===== src/core/igm_regs.svh =====
// register offsets, field positions, reset values and timing figures of the input gain and mute bank
`ifndef IGM_REGS_SVH
`define IGM_REGS_SVH

// register indices; the byte address on the bus is four times the index
`define IGM_IDX_RAMP        16'h0309
`define IGM_IDX_P1L         16'h0311
`define IGM_IDX_P1R         16'h0315
`define IGM_IDX_P2L         16'h0319
`define IGM_IDX_P2R         16'h031d
`define IGM_IDX_P3L         16'h0321
`define IGM_IDX_STATUS      16'h0330

// channel gain register fields
`define IGM_COMMIT_BIT      9
`define IGM_MUTE_BIT        8
`define IGM_CODE_MSB        7
`define IGM_CODE_RST        8'h80
`define IGM_MUTE_RST        1'b1
`define IGM_CODE_MAX        8'hbf

// ramp register fields
`define IGM_VD_MSB          6
`define IGM_VD_LSB          4
`define IGM_VI_MSB          2
`define IGM_VI_LSB          0
`define IGM_RAMP_RST        3'h2

// gain arithmetic: 0.125 dB per level step, four level steps per code step
`define IGM_LVL_PER_CODE    4
`define IGM_LVL_PER_OCT     48
`define IGM_LVL_UNITY_OFS   16

// ramp timing: the fastest rate is 0.5 ms per 6 dB, i.e. per 48 fine steps
`define IGM_CLK_PERIOD_NS   10
`define IGM_RAMP_UNIT_NS    500000

`endif


===== src/core/igm_pkg.sv =====
// types shared by the input gain and mute bank
package igm_pkg;

    localparam int NUM_CH = 5;

    typedef logic [9:0] igm_level_t;   // applied gain in 0.125 dB steps, 0 = -64 dB

    // whole state of the bank top
    typedef struct packed {
        logic [NUM_CH-1:0][7:0] code;       // stored gain codes
        logic [NUM_CH-1:0]      mute;       // stored mute bits
        logic [NUM_CH-1:0][9:0] target;     // committed target levels
        logic [NUM_CH-1:0]      app_mute;   // committed mute
        logic [NUM_CH-1:0][9:0] level;      // level now applied
        logic [NUM_CH-1:0][5:0] tick_cnt;   // ramp ticks since last step
        logic [11:0]            div_cnt;    // ramp unit divider
        logic                   tick;       // one-cycle ramp unit enable
        logic [2:0]             vd_rate;
        logic [2:0]             vi_rate;
        logic [31:0]            prdata;
        logic                   pready;
        logic                   pslverr;
    } igm_state_t;

endpackage


===== src/core/igm_scaler.sv =====
// scales one sample by the linear factor of a gain level given in 0.125 dB steps
`timescale 1ns/100ps
`include "igm_regs.svh"

module igm_scaler
    import igm_pkg::*;
#(
    parameter int SAMPLE_W = 24
) (
    input  wire logic                clock_i,
    input  wire logic                rst_b_i,
    input  wire logic                in_valid_i,
    input  wire logic [2:0]          in_chan_i,
    input  wire logic [SAMPLE_W-1:0] in_data_i,
    input  wire logic [9:0]          level_i,
    input  wire logic                silent_i,
    output logic                     out_valid_o,
    output logic [2:0]               out_chan_o,
    output logic [SAMPLE_W-1:0]      out_data_o
);

    typedef struct packed {
        logic                valid;
        logic [2:0]          chan;
        logic [SAMPLE_W-1:0] data;
    } igm_scl_state_t;

    igm_scl_state_t st_ff;
    igm_scl_state_t nxt_st;

    //------------------------------------------------------------
    // gain arithmetic
    //------------------------------------------------------------
    // 2^(r/48) in q1.15; quadratic fit stays within about 0.03 dB of exact
    function automatic logic [16:0] igm_mantissa(input logic [5:0] r);
        logic [31:0] acc;
        acc = 32'(r) * (32'd21512 * 32'd48 + 32'd11256 * 32'(r));
        return 17'(32'd32768 + acc / 32'd2304);
    endfunction

    localparam logic signed [63:0] SAT_MAX = 64'sd1 <<< (SAMPLE_W - 1);

    //------------------------------------------------------------
    // scaling pipeline, one cycle
    //------------------------------------------------------------
    always_comb begin
        logic [10:0]        e;
        logic [4:0]         oct;
        logic [5:0]         rem;
        logic signed [63:0] prod;
        e    = 11'(level_i) + 11'(`IGM_LVL_UNITY_OFS);
        oct  = 5'(e / 11'(`IGM_LVL_PER_OCT));
        rem  = 6'(e % 11'(`IGM_LVL_PER_OCT));
        // octave 11 is unity; total shift is 15 fraction bits plus 11
        prod = (64'(signed'(in_data_i)) * signed'(64'(igm_mantissa(rem)))) <<< oct;
        prod = prod >>> 26;
        nxt_st.valid = in_valid_i;
        nxt_st.chan  = in_chan_i;
        if (silent_i) begin
            nxt_st.data = '0;
        end else if (prod >= SAT_MAX) begin
            nxt_st.data = SAMPLE_W'(SAT_MAX - 64'sd1);                   // clip rather than wrap on +31.5 dB
        end else if (prod < -SAT_MAX) begin
            nxt_st.data = SAMPLE_W'(-SAT_MAX);
        end else begin
            nxt_st.data = SAMPLE_W'(prod);
        end
    end

    always_ff @(posedge clock_i) begin
        if (!rst_b_i) begin
            st_ff <= '0;
        end else begin
            st_ff <= nxt_st;
        end
    end

    assign out_valid_o = st_ff.valid;
    assign out_chan_o  = st_ff.chan;
    assign out_data_o  = st_ff.data;

endmodule


===== src/core/igm_bank.sv =====
// input path gain and mute bank: apb registers, commit, fine-step ramping and sample scaling
`timescale 1ns/100ps
`include "igm_regs.svh"

// Functional notes
// - writing 1 to bit 9 applies stored gain and mute of all channels together
// - commit bit sits at bit 9 of every channel register, same global effect
// - per-channel mute at bit 8, 1 silences, resets to 1
// - per-channel 8-bit gain code in bits 7:0, resets to 0x80 unity
// - code 0x00 is -64 dB, each code step adds 0.5 dB
// - highest valid code 0xbf gives +31.5 dB
// - gain registers for path 1 l/r, path 2 l/r, path 3 l
// - gain and mute changes ramp gradually at a programmable rate
// - values written without commit are stored but not applied
// - internal gain moves in 0.125 dB steps
module igm_bank
    import igm_pkg::*;
#(
    parameter int SAMPLE_W      = 24,
    parameter int RAMP_UNIT_CYC = `IGM_RAMP_UNIT_NS / `IGM_LVL_PER_OCT / `IGM_CLK_PERIOD_NS
) (
    input  wire logic                clock_i,
    input  wire logic                rst_b_i,
    input  wire logic                psel_i,
    input  wire logic                penable_i,
    input  wire logic                pwrite_i,
    input  wire logic [15:0]         paddr_i,
    input  wire logic [31:0]         pwdata_i,
    output logic      [31:0]         prdata_o,
    output logic                     pready_o,
    output logic                     pslverr_o,
    input  wire logic                sample_valid_i,
    input  wire logic [2:0]          sample_chan_i,
    input  wire logic [SAMPLE_W-1:0] sample_data_i,
    output logic                     out_valid_o,
    output logic [2:0]               out_chan_o,
    output logic [SAMPLE_W-1:0]      out_data_o
);

    igm_state_t st_ff;
    igm_state_t nxt_st;

    //------------------------------------------------------------
    // helpers
    //------------------------------------------------------------
    // channel register index to channel number, NUM_CH when not a channel
    function automatic logic [2:0] igm_chan_of(input logic [15:0] idx);
        case (idx)
            `IGM_IDX_P1L: return 3'h0;
            `IGM_IDX_P1R: return 3'h1;
            `IGM_IDX_P2L: return 3'h2;
            `IGM_IDX_P2R: return 3'h3;
            `IGM_IDX_P3L: return 3'h4;
            default:      return 3'(NUM_CH);
        endcase
    endfunction

    // target level: code steps are 0.5 dB, levels are 0.125 dB; mute aims at the floor
    function automatic logic [9:0] igm_target(input logic [7:0] code, input logic mute);
        return mute ? 10'h000 : 10'(code) * 10'(`IGM_LVL_PER_CODE);
    endfunction

    // ramp units per fine step: 0.5,1,2,4,8,15,30 ms per 6 dB
    function automatic logic [5:0] igm_rate_mult(input logic [2:0] rate);
        case (rate)
            3'h1:    return 6'h01;
            3'h2:    return 6'h02;
            3'h3:    return 6'h04;
            3'h4:    return 6'h08;
            3'h5:    return 6'h10;
            3'h6:    return 6'h1e;
            3'h7:    return 6'h3c;
            default: return 6'h00;
        endcase
    endfunction

    //------------------------------------------------------------
    // next state
    //------------------------------------------------------------
    always_comb begin
        logic [15:0] idx;
        logic [2:0]  wch;
        logic        wr;
        logic        commit;
        logic        up;
        logic [2:0]  rate;
        logic [5:0]  mult;
        nxt_st = st_ff;
        idx    = {2'h0, paddr_i[15:2]};
        wch    = igm_chan_of(idx);
        wr     = psel_i & penable_i & st_ff.pready & pwrite_i & ~st_ff.pslverr;
        commit = 1'b0;
        up     = 1'b0;
        rate   = 3'h0;
        mult   = 6'h00;

        // ramp unit divider
        nxt_st.tick = 1'b0;
        if (st_ff.div_cnt >= 12'(RAMP_UNIT_CYC - 1)) begin
            nxt_st.div_cnt = '0;
            nxt_st.tick    = 1'b1;
        end else begin
            nxt_st.div_cnt = st_ff.div_cnt + 12'h001;
        end

        // apb: setup cycle computes the answer, access phase completes in its first cycle with no wait state
        nxt_st.pready  = psel_i & ~penable_i;
        nxt_st.pslverr = 1'b0;
        nxt_st.prdata  = '0;
        if (psel_i & ~penable_i) begin
            if (wch != 3'(NUM_CH)) begin
                nxt_st.prdata = {22'h0, 1'b0, st_ff.mute[wch], st_ff.code[wch]};
            end else if (idx == `IGM_IDX_RAMP) begin
                nxt_st.prdata = {25'h0, st_ff.vd_rate, 1'b0, st_ff.vi_rate};
            end else if (idx == `IGM_IDX_STATUS) begin
                // ramp in progress per channel, then applied mute per channel
                for (int c = 0; c < NUM_CH; c++) begin
                    nxt_st.prdata[c]     = (st_ff.level[c] != st_ff.target[c]);
                    nxt_st.prdata[8 + c] = st_ff.app_mute[c];
                end
            end else begin
                nxt_st.pslverr = 1'b1;                                   // unmapped address
            end
        end

        // register writes take effect at the access edge
        if (wr) begin
            if (wch != 3'(NUM_CH)) begin
                // codes 0xc0..0xff are reserved; stored as written, software keeps out of them
                nxt_st.code[wch] = pwdata_i[`IGM_CODE_MSB:0];
                nxt_st.mute[wch] = pwdata_i[`IGM_MUTE_BIT];
                commit           = pwdata_i[`IGM_COMMIT_BIT];
            end else if (idx == `IGM_IDX_RAMP) begin
                nxt_st.vd_rate = pwdata_i[`IGM_VD_MSB:`IGM_VD_LSB];
                nxt_st.vi_rate = pwdata_i[`IGM_VI_MSB:`IGM_VI_LSB];
            end
        end

        // commit loads every channel at once, including the value just written
        for (int c = 0; c < NUM_CH; c++) begin
            if (commit) begin
                nxt_st.target[c]   = igm_target(nxt_st.code[c], nxt_st.mute[c]);
                nxt_st.app_mute[c] = nxt_st.mute[c];
            end
        end

        // ramp each channel one 0.125 dB step per rate period toward its committed target
        for (int c = 0; c < NUM_CH; c++) begin
            up   = st_ff.target[c] > st_ff.level[c];
            rate = up ? st_ff.vi_rate : st_ff.vd_rate;
            mult = igm_rate_mult(rate);
            if (st_ff.level[c] == st_ff.target[c]) begin
                nxt_st.tick_cnt[c] = '0;
            end else if (mult == 6'h00) begin
                nxt_st.level[c]    = st_ff.target[c];
                nxt_st.tick_cnt[c] = '0;
            end else if (st_ff.tick) begin
                if (st_ff.tick_cnt[c] + 6'h01 >= mult) begin
                    nxt_st.tick_cnt[c] = '0;
                    nxt_st.level[c]    = up ? st_ff.level[c] + 10'h001
                                            : st_ff.level[c] - 10'h001;
                end else begin
                    nxt_st.tick_cnt[c] = st_ff.tick_cnt[c] + 6'h01;
                end
            end
        end
    end

    //------------------------------------------------------------
    // state register
    //------------------------------------------------------------
    always_ff @(posedge clock_i) begin
        if (!rst_b_i) begin
            st_ff          <= '0;
            st_ff.vd_rate  <= `IGM_RAMP_RST;
            st_ff.vi_rate  <= `IGM_RAMP_RST;
            for (int c = 0; c < NUM_CH; c++) begin
                st_ff.code[c]     <= `IGM_CODE_RST;
                st_ff.mute[c]     <= `IGM_MUTE_RST;
                st_ff.app_mute[c] <= `IGM_MUTE_RST;
                st_ff.target[c]   <= 10'h000;
                st_ff.level[c]    <= 10'h000;
            end
        end else begin
            st_ff <= nxt_st;
        end
    end

    assign prdata_o  = st_ff.prdata;
    assign pready_o  = st_ff.pready;
    assign pslverr_o = st_ff.pslverr;

    //------------------------------------------------------------
    // sample path
    //------------------------------------------------------------
    // channel numbers beyond the bank are treated as muted so stray data never leaks out
    logic [9:0] sel_level;
    logic       sel_silent;
    always_comb begin
        sel_level  = 10'h000;
        sel_silent = 1'b1;
        if (sample_chan_i < 3'(NUM_CH)) begin
            sel_level  = st_ff.level[sample_chan_i];
            sel_silent = st_ff.app_mute[sample_chan_i] & (st_ff.level[sample_chan_i] == 10'h000);
        end
    end

    igm_scaler #(
        .SAMPLE_W (SAMPLE_W)
    ) u_scaler (
        .clock_i     (clock_i),
        .rst_b_i     (rst_b_i),
        .in_valid_i  (sample_valid_i),
        .in_chan_i   (sample_chan_i),
        .in_data_i   (sample_data_i),
        .level_i     (sel_level),
        .silent_i    (sel_silent),
        .out_valid_o (out_valid_o),
        .out_chan_o  (out_chan_o),
        .out_data_o  (out_data_o)
    );

endmodule


===== config.mk =====
export PLATFORM = sky130hd
export DESIGN_NAME = igm_bank
export DESIGN_NICKNAME = d
export VERILOG_FILES = /design/src/core/igm_pkg.sv /design/src/core/igm_scaler.sv /design/src/core/igm_bank.sv
export VERILOG_INCLUDE_DIRS = /design/src /design/src/core
export SDC_FILE = /design/constraint.sdc
export NUM_CORES = 2
export LEC_CHECK = 0
export BUFFER_PORTS_ARGS = -buffer_cell sky130_fd_sc_hd__buf_4
export CORE_UTILIZATION = 59
export CTS_CLUSTER_SIZE = 14
export DETAILED_ROUTE_END_ITERATION = 8
export PLACE_DENSITY = 0.82
export SYNTH_ARGS = -nofsm -noshare
export SYNTH_HDL_FRONTEND = slang
export SYNTH_SLANG_ARGS = --single-unit

===== constraint.sdc =====
create_clock -name clock_i -period 38.1 [get_ports clock_i]
set_input_delay 3.81 -clock clock_i [delete_from_list [all_inputs] [get_ports clock_i]]
set_output_delay 3.81 -clock clock_i [all_outputs]
set_load 0.01 [all_outputs]

==> results.md <==
- CP startpoint kind: input port
- Max cap viols: 0
- Worst EP arrival: ~37 ns
- Drt pass-1 iters: 6
- Area Overhead vs Synth: 9.64%
- Via-per-instance ratio: slightly above 6
- CTS buffer count: 25
- WP buf/inv: 20
- Synthesis Warnings: 0
- Crit path max-delay family: compound AO/OA/AOI/OAI gates
- EDFF count, synth: 0
- Fin Clk Skew: approximately 0.02 ns
- Mean Syn Cell Area: roughly 8.3 sq um
- CP max-delay cell: fa_2
- Total gr overflow: 0
- Pwr Density: 62.9 nW/um^2
- Place WS: -0.887 ns
- DRC: 0
- Peak VDD IR: around 120 uV
- GP Congestion: between 0.9 and 1
- Post-synth top area share: 0.241
- H-tree depth: 1
- R2R Setup Slk: 4.72 ns
- Clock Sinks: ~230
- Setup TNS: 0 ns
- Via count: around 35,000
- Share of cells above drive strength 1: 0.117
- Routed WL: ~110 mm
- FF/Latch Area: between 4000 and 5000 sq um
- Cells taking the most area after synthesis: fa_1 24%, dfxtp_1 12%, ha_1 9.3%
- Final hold violation count: 0
- Leak pwr: 19.7 nW
- CTS tree: built
- Multi-input gate area: about 33,000 sq um
- GRT Total Usage: 0.305
- Core Util, Final: 0.659
- Synth unique cells: 121
- DP Cell Count: ~5,700
- Fin cells: just under 6,000
- Number of cell rows: 94
- Register area share after synthesis: 0.117
- Synth Register Bits: 232
- WP data required: 38.49 ns
- Mapped cell area: 39,800 sq um
- Nature of the critical path endpoint: flop
- Post-route ant nets: 0
- Main synth FF type: dfxtp_1
- Clock root buffer: clkbuf_16
- Gate Count Post-Synth: 4,821
- First-pass GRT wire length: 171 mm
- Placed cell area: between 40,000 and 50,000 sq um
- Initial Util: 0.601
- Synth top cells by count: 664 x inv_1, 561 x nand2_1, 479 x fa_1
- Nets: 5,734
- Worst hold path type: reg2reg
- Worst path most repeated cell: o21bai_1
- Pins Over Slew Limit: 0
- DR iter-0 viols: 3,326
- Slew HR: 0.194
- Max Fclk: around 27 MHz
- Asr flop ratio synth: 0
- Setup ws final: roughly 1.6 ns
- I/O pins: around 140
- WS Path Type: in2reg
- Vias in the first global route: 34,310
- CP max stage delay: about 0.63 ns
- Worst Max-Slew Pin Slew: 1.21 ns
- Fill cells: ~5,300
- Die Width: between 200 and 300 um
- Clock latency on the worst-skew pair: 0.55 ns
- Final setup viols: 0
- DR WL/cell: between 15 and 20 um
- Largest net degree at the start of global routing: between 70 and 80
- DIE AREA: 68,500 sq um
- Max Fanout on Critical Path: 14
- Final instance area: around 44,000 sq um
- Antenna violations before repair: 0
- Clk pin slew, worst setup/hold paths: roughly 0.070 ns
- Period utilization: 0.957
- Top-count cell post-synth: inv_1
- Die extent in y: 262 um
- # port buffers: just under 100
- Min cycle time layout: approximately 36 ns
- CTS Buffer Depth: 3
- Core area: around 66,000 sq um
- Detailed placer's ending HPWL: between 80 and 90 mm
- Largest area contributor in the netlist: fa_1
- Status: finished clean
[cell type report]
| class | instances | area share |
|---|---|---|
| clock inverters | 12 | 0.00439 |
| diodes | 2 | 0.000115 |
| inverters | 670 | 0.0577 |
| well taps | 864 | 0.0248 |
| multi-input cells | 3690 | 0.746 |
| flip-flops and latches | 232 | 0.107 |
| repair buffers | 258 | 0.0447 |
| clock buffers | 33 | 0.0159 |
[cell families after synthesis]
group,count (synthesis),share of synthesized area
AND/OR/NAND/NOR,1596,0.195
buffers and inverters,919,0.0909
AO/OA/AOI/OAI,829,0.144
adder cells (fa/ha/maj),780,0.336
multiplexers,252,0.0704
flip-flops,232,0.117
XOR/XNOR,212,0.0479
other,1,0.0000943
[path summary, 6_finish.rpt]
kind / start / endpoint / cells past startpoint
setup / recovery: sample_chan_i[1] / u_scaler.out_data_o[0] / 151
hold / removal: st_ff[41] / st_ff[41] / 1
setup reg to reg: st_ff[108] / u_scaler.out_data_o[0] / 149
hold reg to reg: st_ff[41] / st_ff[41] / 1
[per-stage QoR]
stage | hold slack [ns] | total power [mW]
after global placement | 0.432 | 2.28
after global routing | 0.483 | 2.98
after CTS | 0.470 | 2.59
final | 0.472 | 2.74
after floorplan | 0.426 | 1.83
after detailed placement | 0.443 | 2.31
[metal layers]
| layer | global-route usage | routed length, um |
|---|---|---|
| met1 | 0.414 | 43700 |
| met2 | 0.500 | 49800 |
| met3 | 0.0455 | 8740 |
| met4 | 0.0961 | 3330 |
| met5 | 0 | 0 |
[power breakdown]
group | internal (mW) | switching (mW)
Clock | 0.157 | 0.106
Sequential | 0.250 | 0.00402
Combinational | 0.872 | 1.35
Total | 1.28 | 1.46
[registers in the layout (all words and copies together) (netlist names)]
register              flops
u_scaler.out_data_o      24
st_ff                   189
pslverr_o                 1
u_scaler.out_chan_o       3
u_scaler.out_valid_o      1
pready_o                  1
prdata_o                 13
[repair_timing]
action,CTS,global route
endpoints found under the setup margin,23,24
gates cloned,0,1
setup buffers,0,29
resized for setup,9,186
pin swaps,0,40
hold buffers,0,0
[cell usage in the layout, fill, tap and decap left out, types with 49 or more instances in the layout]
| master | netlist | final |
|---|---|---|
| o21bai_1 | 50 | 49 |
| a21o_1 | 56 | 55 |
| nor2b_1 | 66 | 60 |
| ha_1 | 297 | 293 |
| mux2i_1 | 209 | 203 |
| fa_1 | 479 | 478 |
| nand3_1 | 110 | 108 |
| nor2_1 | 344 | 339 |
| buf_4 | 38 | 254 |
| a211oi_1 | 63 | 60 |
| a21oi_1 | 260 | 227 |
| inv_1 | 664 | 664 |
| dfxtp_1 | 232 | 231 |
| nand2b_1 | 87 | 87 |
| xor2_1 | 69 | 62 |
| xnor2_1 | 139 | 133 |
| and2_1 | 159 | 155 |
| nand2_1 | 561 | 559 |
| o21ai_0 | 102 | 91 |
(Power assumes the default switching activity.)
